### src/sdfs_pkg.sv
`default_nettype none
package sdfs_pkg;
    // ---------------------------------------------------------
    // register map
    // ---------------------------------------------------------
    localparam logic [7:0]  SDFS_CMD_STS_OFS   = 8'h04;
    localparam logic [7:0]  SDFS_STS_OFS       = 8'h06;
    localparam logic [7:0]  SDFS_CLASS_OFS     = 8'h08;
    localparam logic [15:0] SDFS_STS_RESET     = 16'h0210;
    // ---------------------------------------------------------
    // status fields
    // ---------------------------------------------------------
    localparam int SDFS_PARITY_BIT  = 15;
    localparam int SDFS_SYSERR_BIT  = 14;
    localparam int SDFS_MASTER_ABORT_RECEIVED_BIT  = 13;
    localparam int SDFS_TABREC_BIT  = 12;
    localparam int SDFS_TABSIG_BIT  = 11;
    localparam int SDFS_DEVSEL_LSB  = 9;
    localparam int SDFS_DPAR_BIT    = 8;
    localparam int SDFS_CAPABILITY_LIST_PRESENT_BIT = 4;
    localparam int SDFS_INT_BIT     = 3;
    localparam logic [15:0] SDFS_W1C_MASK   = 16'hF900;
    localparam logic [1:0]  SDFS_DEVSEL_MED = 2'h1;
    // ---------------------------------------------------------
    // class code fields
    // ---------------------------------------------------------
    localparam logic [7:0] SDFS_BASE_CATEGORY = 8'h08;
    localparam logic [7:0] SDFS_SUBCLASS      = 8'h05;
    localparam logic [7:0] SDFS_PROGRAMMING_INTERFACE_DMA     = 8'h01;
    localparam logic [7:0] SDFS_PROGRAMMING_INTERFACE_NODMA   = 8'h00;
    // command register bit positions seen by this block
    localparam int SDFS_CMD_PERR_BIT   = 6;
    localparam int SDFS_CMD_SERR_BIT   = 8;
    localparam int SDFS_CMD_INTDIS_BIT = 10;
endpackage
`default_nettype wire

### src/sdfs_status_class.sv
`default_nettype none
module sdfs_status_class
    import sdfs_pkg::*;
#(
    parameter int         INT_SRC_N    = 4,
    // arbitrary revision value
    parameter logic [7:0] SILICON_REV  = 8'h5A
) (
    input  wire logic                 clk_sys_in,   // system clock
    input  wire logic                 rst_in,       // async reset
    input  wire logic                 cfg_rd_in,    // config read
    input  wire logic                 cfg_wr_in,    // config write
    input  wire logic [7:0]           cfg_addr_in,  // byte address
    input  wire logic [3:0]           cfg_be_in,    // byte enables
    input  wire logic [31:0]          cfg_wdata_in, // write data
    output logic      [31:0]          cfg_rdata_out,// read data
    output logic                      cfg_ack_out,  // access done
    input  wire logic [15:0]          command_in,   // command reg
    input  wire logic                 dma_enable_in,// general ctrl
    input  wire logic                 addr_parity_error_detected_in, // addr parity
    input  wire logic                 data_parity_error_detected_in, // data parity
    input  wire logic                 system_error_signalled_in,   // serr driven
    input  wire logic                 master_abort_received_in,    // master abort
    input  wire logic                 tabort_rx_in, // target abort rx
    input  wire logic                 tabort_tx_in, // target abort tx
    input  wire logic                 perr_seen_in, // perr on bus
    input  wire logic                 master_phase_in, // own data ph
    input  wire logic [INT_SRC_N-1:0] int_cond_in,  // int sources
    input  wire logic [INT_SRC_N-1:0] int_enable_in,// source enables
    output logic                      intx_out,     // interrupt req
    output logic                      perr_drive_out,// drive perr
    output logic      [1:0]           devsel_speed_out // decode speed
);
    // the sources meet in one reduction-or; a word wide is the limit
    if (INT_SRC_N < 1 || INT_SRC_N > 32) begin : g_bad_int_src_n
        $error("INT_SRC_N out of range");
    end

    // ---------------------------------------------------------
    // decoding
    // ---------------------------------------------------------
    function automatic logic hits(input logic [7:0] a,
                                  input logic [7:0] ofs);
        hits = (a[7:2] == ofs[7:2]);
    endfunction

    logic [15:0] sticky;
    wire logic [15:0] next_sticky;
    logic [15:0] set_evt;
    logic [15:0] clr_req;
    logic [15:0] status_view;
    logic        int_status;
    logic [7:0]  prog_if;
    logic        sts_wr;

    assign sts_wr = cfg_wr_in && hits(cfg_addr_in, SDFS_STS_OFS);

    // ---------------------------------------------------------
    // event sources
    // ---------------------------------------------------------
    always_comb begin
        set_evt = '0;
        set_evt[SDFS_PARITY_BIT] = addr_parity_error_detected_in
                                 | data_parity_error_detected_in;
        set_evt[SDFS_SYSERR_BIT] = system_error_signalled_in
                                 & command_in[SDFS_CMD_SERR_BIT];
        set_evt[SDFS_MASTER_ABORT_RECEIVED_BIT] = master_abort_received_in;
        set_evt[SDFS_TABREC_BIT] = tabort_rx_in;
        set_evt[SDFS_TABSIG_BIT] = tabort_tx_in;
        set_evt[SDFS_DPAR_BIT]   = perr_seen_in & master_phase_in
                                 & command_in[SDFS_CMD_PERR_BIT];
    end

    // status occupies the upper half of the dword at 04h
    always_comb begin
        clr_req = '0;
        if (sts_wr) begin
            clr_req[7:0]  = cfg_be_in[2] ? cfg_wdata_in[23:16] : 8'h00;
            clr_req[15:8] = cfg_be_in[3] ? cfg_wdata_in[31:24] : 8'h00;
        end
        clr_req = clr_req & SDFS_W1C_MASK;
    end

    // ---------------------------------------------------------
    // sticky flags, one per error bit
    // ---------------------------------------------------------
    genvar gi;
    generate
        for (gi = 0; gi < 16; gi++) begin : g_bit
            if (SDFS_W1C_MASK[gi]) begin : g_sticky
                // set term first so a same-cycle clear loses
                assign next_sticky[gi] = set_evt[gi]
                                       | (sticky[gi] & ~clr_req[gi]);
            end else begin : g_fixed
                assign next_sticky[gi] = 1'b0;
            end
        end
    endgenerate

    // one process owns the whole vector, so no bit has two drivers
    always_ff @(posedge clk_sys_in or posedge rst_in) begin
        if (rst_in) begin
            sticky <= SDFS_STS_RESET & SDFS_W1C_MASK;
        end else begin
            sticky <= next_sticky;
        end
    end

    // ---------------------------------------------------------
    // interrupt status and pin
    // ---------------------------------------------------------
    // a level view of the enabled sources; the disable bit is
    // deliberately kept out so software can poll while masked
    always_ff @(posedge clk_sys_in or posedge rst_in) begin
        if (rst_in) begin
            int_status <= 1'b0;
        end else begin
            int_status <= |(int_cond_in & int_enable_in);
        end
    end

    always_ff @(posedge clk_sys_in or posedge rst_in) begin
        if (rst_in) begin
            intx_out <= 1'b0;
        end else begin
            intx_out <= (|(int_cond_in & int_enable_in))
                      & ~command_in[SDFS_CMD_INTDIS_BIT];
        end
    end

    // ---------------------------------------------------------
    // parity error driver gate
    // ---------------------------------------------------------
    always_ff @(posedge clk_sys_in or posedge rst_in) begin
        if (rst_in) begin
            perr_drive_out <= 1'b0;
        end else begin
            perr_drive_out <= data_parity_error_detected_in
                            & command_in[SDFS_CMD_PERR_BIT];
        end
    end

    assign devsel_speed_out = SDFS_DEVSEL_MED;

    // ---------------------------------------------------------
    // read view
    // ---------------------------------------------------------
    always_comb begin
        status_view = sticky;
        status_view[SDFS_DEVSEL_LSB +: 2] = SDFS_DEVSEL_MED;
        status_view[7:5] = 3'h0;
        status_view[SDFS_CAPABILITY_LIST_PRESENT_BIT] = 1'b1;
        status_view[SDFS_INT_BIT] = int_status;
        status_view[2:0] = 3'h0;
    end

    assign prog_if = dma_enable_in ? SDFS_PROGRAMMING_INTERFACE_DMA
                                   : SDFS_PROGRAMMING_INTERFACE_NODMA;

    // answer one cycle after the strobe; unmapped reads give zero
    always_ff @(posedge clk_sys_in or posedge rst_in) begin
        if (rst_in) begin
            cfg_rdata_out <= 32'h0000_0000;
        end else if (cfg_rd_in) begin
            if (hits(cfg_addr_in, SDFS_CMD_STS_OFS)) begin
                cfg_rdata_out <= {status_view, command_in};
            end else if (hits(cfg_addr_in, SDFS_CLASS_OFS)) begin
                cfg_rdata_out <= {SDFS_BASE_CATEGORY, SDFS_SUBCLASS,
                                  prog_if, SILICON_REV};
            end else begin
                cfg_rdata_out <= 32'h0000_0000;
            end
        end
    end

    always_ff @(posedge clk_sys_in or posedge rst_in) begin
        if (rst_in) begin
            cfg_ack_out <= 1'b0;
        end else begin
            cfg_ack_out <= cfg_rd_in | cfg_wr_in;
        end
    end

    // ---------------------------------------------------------
    // checks
    // ---------------------------------------------------------
    w1c_clear_a: assert property (
        @(posedge clk_sys_in) disable iff (rst_in)
        (sts_wr && cfg_be_in[3] && cfg_wdata_in[31]
         && !addr_parity_error_detected_in && !data_parity_error_detected_in)
        |=> !sticky[SDFS_PARITY_BIT])
        else $error("parity flag not cleared by write of one");

    w1c_zero_a: assert property (
        @(posedge clk_sys_in) disable iff (rst_in)
        (sticky[SDFS_MASTER_ABORT_RECEIVED_BIT] && !(sts_wr && cfg_be_in[3]
         && cfg_wdata_in[29])) |=> sticky[SDFS_MASTER_ABORT_RECEIVED_BIT])
        else $error("master abort flag lost without clear");

    set_wins_a: assert property (
        @(posedge clk_sys_in) disable iff (rst_in)
        (tabort_tx_in && sts_wr) |=> sticky[SDFS_TABSIG_BIT])
        else $error("set event lost to clear");

    syserr_gate_a: assert property (
        @(posedge clk_sys_in) disable iff (rst_in)
        (!sticky[SDFS_SYSERR_BIT] && system_error_signalled_in
         && !command_in[SDFS_CMD_SERR_BIT])
        |=> !sticky[SDFS_SYSERR_BIT])
        else $error("system error flag set while disabled");

    dpar_set_a: assert property (
        @(posedge clk_sys_in) disable iff (rst_in)
        (perr_seen_in && master_phase_in
         && command_in[SDFS_CMD_PERR_BIT])
        |=> sticky[SDFS_DPAR_BIT])
        else $error("data parity flag not set");

    status_fixed_a: assert property (
        @(posedge clk_sys_in) disable iff (rst_in)
        (cfg_rd_in && hits(cfg_addr_in, SDFS_STS_OFS))
        |=> cfg_rdata_out[26:25] == SDFS_DEVSEL_MED
            && cfg_rdata_out[23:20] == 4'h1
            && cfg_rdata_out[18:16] == 3'h0)
        else $error("hardwired status bits wrong");

    intx_gate_a: assert property (
        @(posedge clk_sys_in) disable iff (rst_in)
        ##1 intx_out == (int_status
             && !$past(command_in[SDFS_CMD_INTDIS_BIT])))
        else $error("interrupt output mismatch");

    class_read_a: assert property (
        @(posedge clk_sys_in) disable iff (rst_in)
        (cfg_rd_in && hits(cfg_addr_in, SDFS_CLASS_OFS))
        |=> cfg_rdata_out == {16'h0805,
             $past(dma_enable_in) ? 8'h01 : 8'h00, SILICON_REV})
        else $error("class register read wrong");

    perr_drive_a: assert property (
        @(posedge clk_sys_in) disable iff (rst_in)
        perr_drive_out |-> $past(command_in[SDFS_CMD_PERR_BIT]))
        else $error("parity driven while response disabled");

    parity_set_a: assert property (
        @(posedge clk_sys_in) disable iff (rst_in)
        (addr_parity_error_detected_in || data_parity_error_detected_in)
        |=> sticky[SDFS_PARITY_BIT])
        else $error("parity flag not set");

    master_abort_received_set_a: assert property (
        @(posedge clk_sys_in) disable iff (rst_in)
        master_abort_received_in |=> sticky[SDFS_MASTER_ABORT_RECEIVED_BIT])
        else $error("master abort flag not set");

    tabort_rx_set_a: assert property (
        @(posedge clk_sys_in) disable iff (rst_in)
        tabort_rx_in |=> sticky[SDFS_TABREC_BIT])
        else $error("received target abort flag not set");

    tabort_tx_set_a: assert property (
        @(posedge clk_sys_in) disable iff (rst_in)
        tabort_tx_in |=> sticky[SDFS_TABSIG_BIT])
        else $error("signalled target abort flag not set");

    upper_keep_a: assert property (
        @(posedge clk_sys_in) disable iff (rst_in)
        (sts_wr && !cfg_be_in[3] && sticky[SDFS_PARITY_BIT])
        |=> sticky[SDFS_PARITY_BIT])
        else $error("parity flag cleared without its byte enable");

    int_level_a: assert property (
        @(posedge clk_sys_in) disable iff (rst_in)
        ##1 int_status == (|($past(int_cond_in) & $past(int_enable_in))))
        else $error("interrupt status does not follow enabled sources");

    intdis_block_a: assert property (
        @(posedge clk_sys_in) disable iff (rst_in)
        command_in[SDFS_CMD_INTDIS_BIT] |=> !intx_out)
        else $error("interrupt output active while disabled");

    // no disable here: the check is about the reset itself
    reset_value_a: assert property (
        @(posedge clk_sys_in)
        (rst_in && $past(rst_in))
        |-> sticky == (SDFS_STS_RESET & SDFS_W1C_MASK))
        else $error("status flags not at reset value");

endmodule
`default_nettype wire

### config.mk
export PLATFORM = sky130hd
export DESIGN_NAME = sdfs_status_class
export DESIGN_NICKNAME = d
export VERILOG_FILES = /design/src/sdfs_pkg.sv /design/src/sdfs_status_class.sv
export SDC_FILE = /design/constraint.sdc
export NUM_CORES = 1
export LEC_CHECK = 0
export BUFFER_PORTS_ARGS = -buffer_cell sky130_fd_sc_hd__buf_2
export CAP_MARGIN = 20
export CORE_UTILIZATION = 40
export DETAILED_ROUTE_END_ITERATION = 12
export PLACE_DENSITY = 0.91
export REMOVE_ABC_BUFFERS = 1
export SLEW_MARGIN = 0
export SYNTH_ARGS = -nofsm -noshare
export SYNTH_HDL_FRONTEND = slang
export SYNTH_SLANG_ARGS = --single-unit
### constraint.sdc
create_clock -name clk_sys_in -period 1.3 [get_ports clk_sys_in]
set_clock_uncertainty 0.2 [all_clocks]
set_input_delay 0.065 -clock clk_sys_in [delete_from_list [all_inputs] [get_ports clk_sys_in]]
set_output_delay 0.065 -clock clk_sys_in [all_outputs]
set_load 0.01 [all_outputs]
==> results.py <==
metrics = {
    "worst_setup_path": {
        "crit_fanout": 5,
        "cp.required_ps": 1260,
        "cp.arrival_ps": 1220,
        "setup.worst_path.class": "in2reg",
        "end_kind": "flop",
        "timing.rr.end": "sticky[14]",
        "ff2ff_setup_slack_ps": 270,
        "timing.rr.start": "sticky[14]",
        "ff2ff_path_depth": 3,
        "startpoint_type": "primary input",
    },
    "clocking": {
        "cts-hold-fix-buffers": 45,
        "cts_tree": "built",
        "postCtsSetupBuffers": 0,
        "cts_sinks": 35,
        "cts_buffer_depth": 2,
        "htree_levels": 2,
        "clk_latency_ps": 270,
        "cts.reportedPaths.clkPinSlew_ps": 70,
        "cts-buffers-inserted": 5,
        "cts_root_buf": "clkbuf_8",
    },
    "detailed_routing": {
        "drc_errors": 0,
        "via_per_inst": 4.72,
        "antenna_left": 0,
        "wl_mm": 4.51,
        "drtPass1Iterations": 4,
        "drtIter0Drc": 66,
        "wl_per_cell_um": 13.3,
        "dr_total_vias": 1606,
    },
    "power": {
        "p_per_area_nw_per_um2": 835,
        "p_leak_nw": 1.32,
        "vdd_drop_max_mv": 0.592,
    },
    "layout": {
        "antenna_cells": 0,
        "final_common_cell": "buf_2",
        "final_core_util_pct": 69.8,
        "drive_gt1_share_pct": 38.0,
        "finalNonFillerCells": 340,
        "area_growth_pct": 62.2,
        "final_cell_mix": "buf_2, dlygate4sd3_1, dfrtp_1",
        "nets": 374,
    },
    "yosys": {
        "syn_inst": 163,
        "ys_ff_latch": 35,
        "ys_warn_count": 0,
        "synth_edf_count": 0,
        "synth.top_cell.area_share_pct": 53.9,
        "synth-main-ff-cell": "dfrtp_1",
        "synth_area_um2": 1620,
        "async_flop_share_pct": 100,
        "synth_area_leaders": "dfrtp_1, o22ai_2, inv_1, o22ai_1, buf_4",
        "yosysTopAreaCell": "dfrtp_1",
        "yosysSeqAreaShare_pct": 53.9,
        "synth_area_per_cell_um2": 9.96,
        "synth_cell_types": 27,
    },
    "status": {
        "status": "complete, but fails checks",
        "failed_checks": "negative hold slack",
    },
    "grt": {
        "grt_max_degree": 36,
        "grt_pass1_vias": 1642,
        "grt_pass1_wl_mm": 7.19,
        "grt_util_all_layers_pct": 22.7,
        "antenna_found_initial": 0,
        "overflow": 0,
    },
    "sta": {
        "min_period_over_period_pct": 97.5,
        "hold_viol": 3,
        "setup_viol": 0,
        "max_freq_ghz": 0.789,
        "rsz0062_at_grt": "no",
        "hold_slack_ps": -84.6,
        "slew_violations": 0,
        "period_needed_ps": 1270,
    },
    "flow_run": {
        "max_cap_viol_count": 0,
    },
    "hold_path": {
        "hold_end": "cfg_rdata_out[25]",
        "hold_path.class": "in2reg",
        "worstHoldStart": "cfg_addr_in[6]",
        "whs_path_depth": 4,
    },
    "die": {
        "num_rows": 22,
        "io_pins": 118,
        "die_y_um": 65.7,
        "die_w_um": 65.7,
        "core_um2": 3770,
        "dieArea_um2": 4320,
        "initial_core_util_pct": 43.1,
    },
    "placed_design": {
        "io_buffer_count": 79,
        "dp_hpwl_mm": 2.73,
        "place_inst": 289,
        "gp_congestion": 0.699,
    },
}
layout make-up:
| type | instances | area (um^2) |
|---|---|---|
| Clock buffer | 6 | 72.6 |
| Fill cell | 278 | 1140 |
| Sequential cell | 35 | 876 |
| Tap cell | 48 | 60.1 |
| Multi-Input combinational cell | 85 | 556 |
| Timing Repair Buffer | 135 | 953 |
| Inverter | 31 | 116 |
per-layer routing:
| layer | up-vias | routed length [um] | track usage (%) |
|---|---|---|---|
| met3 | 16 | 266 | 6.08 |
| met4 | 0 | 133 | 12.2 |
| li1 | 778 | - | - |
| met2 | 63 | 2360 | 40.4 |
| met5 | - | 0 | 0 |
| met1 | 749 | 1750 | 24.1 |
power breakdown:
group | internal (mW) | total (mW) | leakage (nW) | switching [mW]
sequential | 1.11 | 1.11 | 0.447 | 0.00754
clock | 0.357 | 0.705 | 0.0371 | 0.348
combinational | 0.211 | 0.381 | 0.839 | 0.170
worst max-delay path, stage by stage:
cell and delay (ps):
buf_2 110, dlygate4sd3_1 550, nand4b_4 190, nor2_4 200, a31oi_1 100
repair_timing:
action                     4_1_cts  5_1_grt
gates resized for setup          0        1
setup endpoints to repair        0        5
hold endpoints to repair        63        3
flip-flops by register name, indices dropped and copies added (netlist names):
register,cells
cfg_ack_out,1
intx_out,1
perr_drive_out,1
int_status,1
cfg_rdata_out,25
sticky,6
kinds of logic (layout without fill, tap and decap cells):
logic type / after synthesis / after routing / synth area share (%)
buffers and inverters: 48 / 172 / 13.6
AOI/OAI and AO/OA: 41 / 41 / 19.7
and+or+nand+nor: 37 / 37 / 12.3
DFF: 35 / 35 / 53.9
other: 2 / 7 / 0.462
synthesized netlist by cell type (2+ instances only):
library cell  instances
nor2b_1               2
o22ai_2              10
nand2_1              20
a31oi_1               4
o22ai_1              13
inv_1                31
dfrtp_1              35
buf_4                10
nor2_1                4
buf_2                 2
a21oi_1               6
nand3_1               3
a22oi_1               3
o21ai_1               3
conb_1                2
clkbuf_1              4
stage by stage:
step / setup TNS [ps] / power (mW) / cell area [um^2] / setup WS (ps)
global placement: -377 / 1.39 / 2100 / -72.7
finish: 0 / 2.20 / 2630 / 32.6
detailed placement: -532 / 1.40 / 2100 / -95.7
global route: 0 / 2.32 / 2630 / 0.253
floorplan: 0 / 1.23 / 1540 / 92.2
CTS: 0 / 2.21 / 2630 / 4.70
how the worst max path moves through the flow:
stage | start | endpoint | slack, ps | cells after the start
2_1_floorplan | cfg_addr_in[7] | sticky[8] | 90 | 3
3_3_place_gp | cfg_addr_in[7] | sticky[8] | -70 | 4
3_5_place_dp | cfg_addr_in[7] | sticky[15] | -100 | 4
6_report | cfg_addr_in[3] | sticky[15] | 30 | 5
4_1_cts | cfg_addr_in[3] | sticky[15] | 5 | 5
5_1_grt | cfg_addr_in[3] | sticky[15] | 0.3 | 5
(Power assumes the default switching activity.)
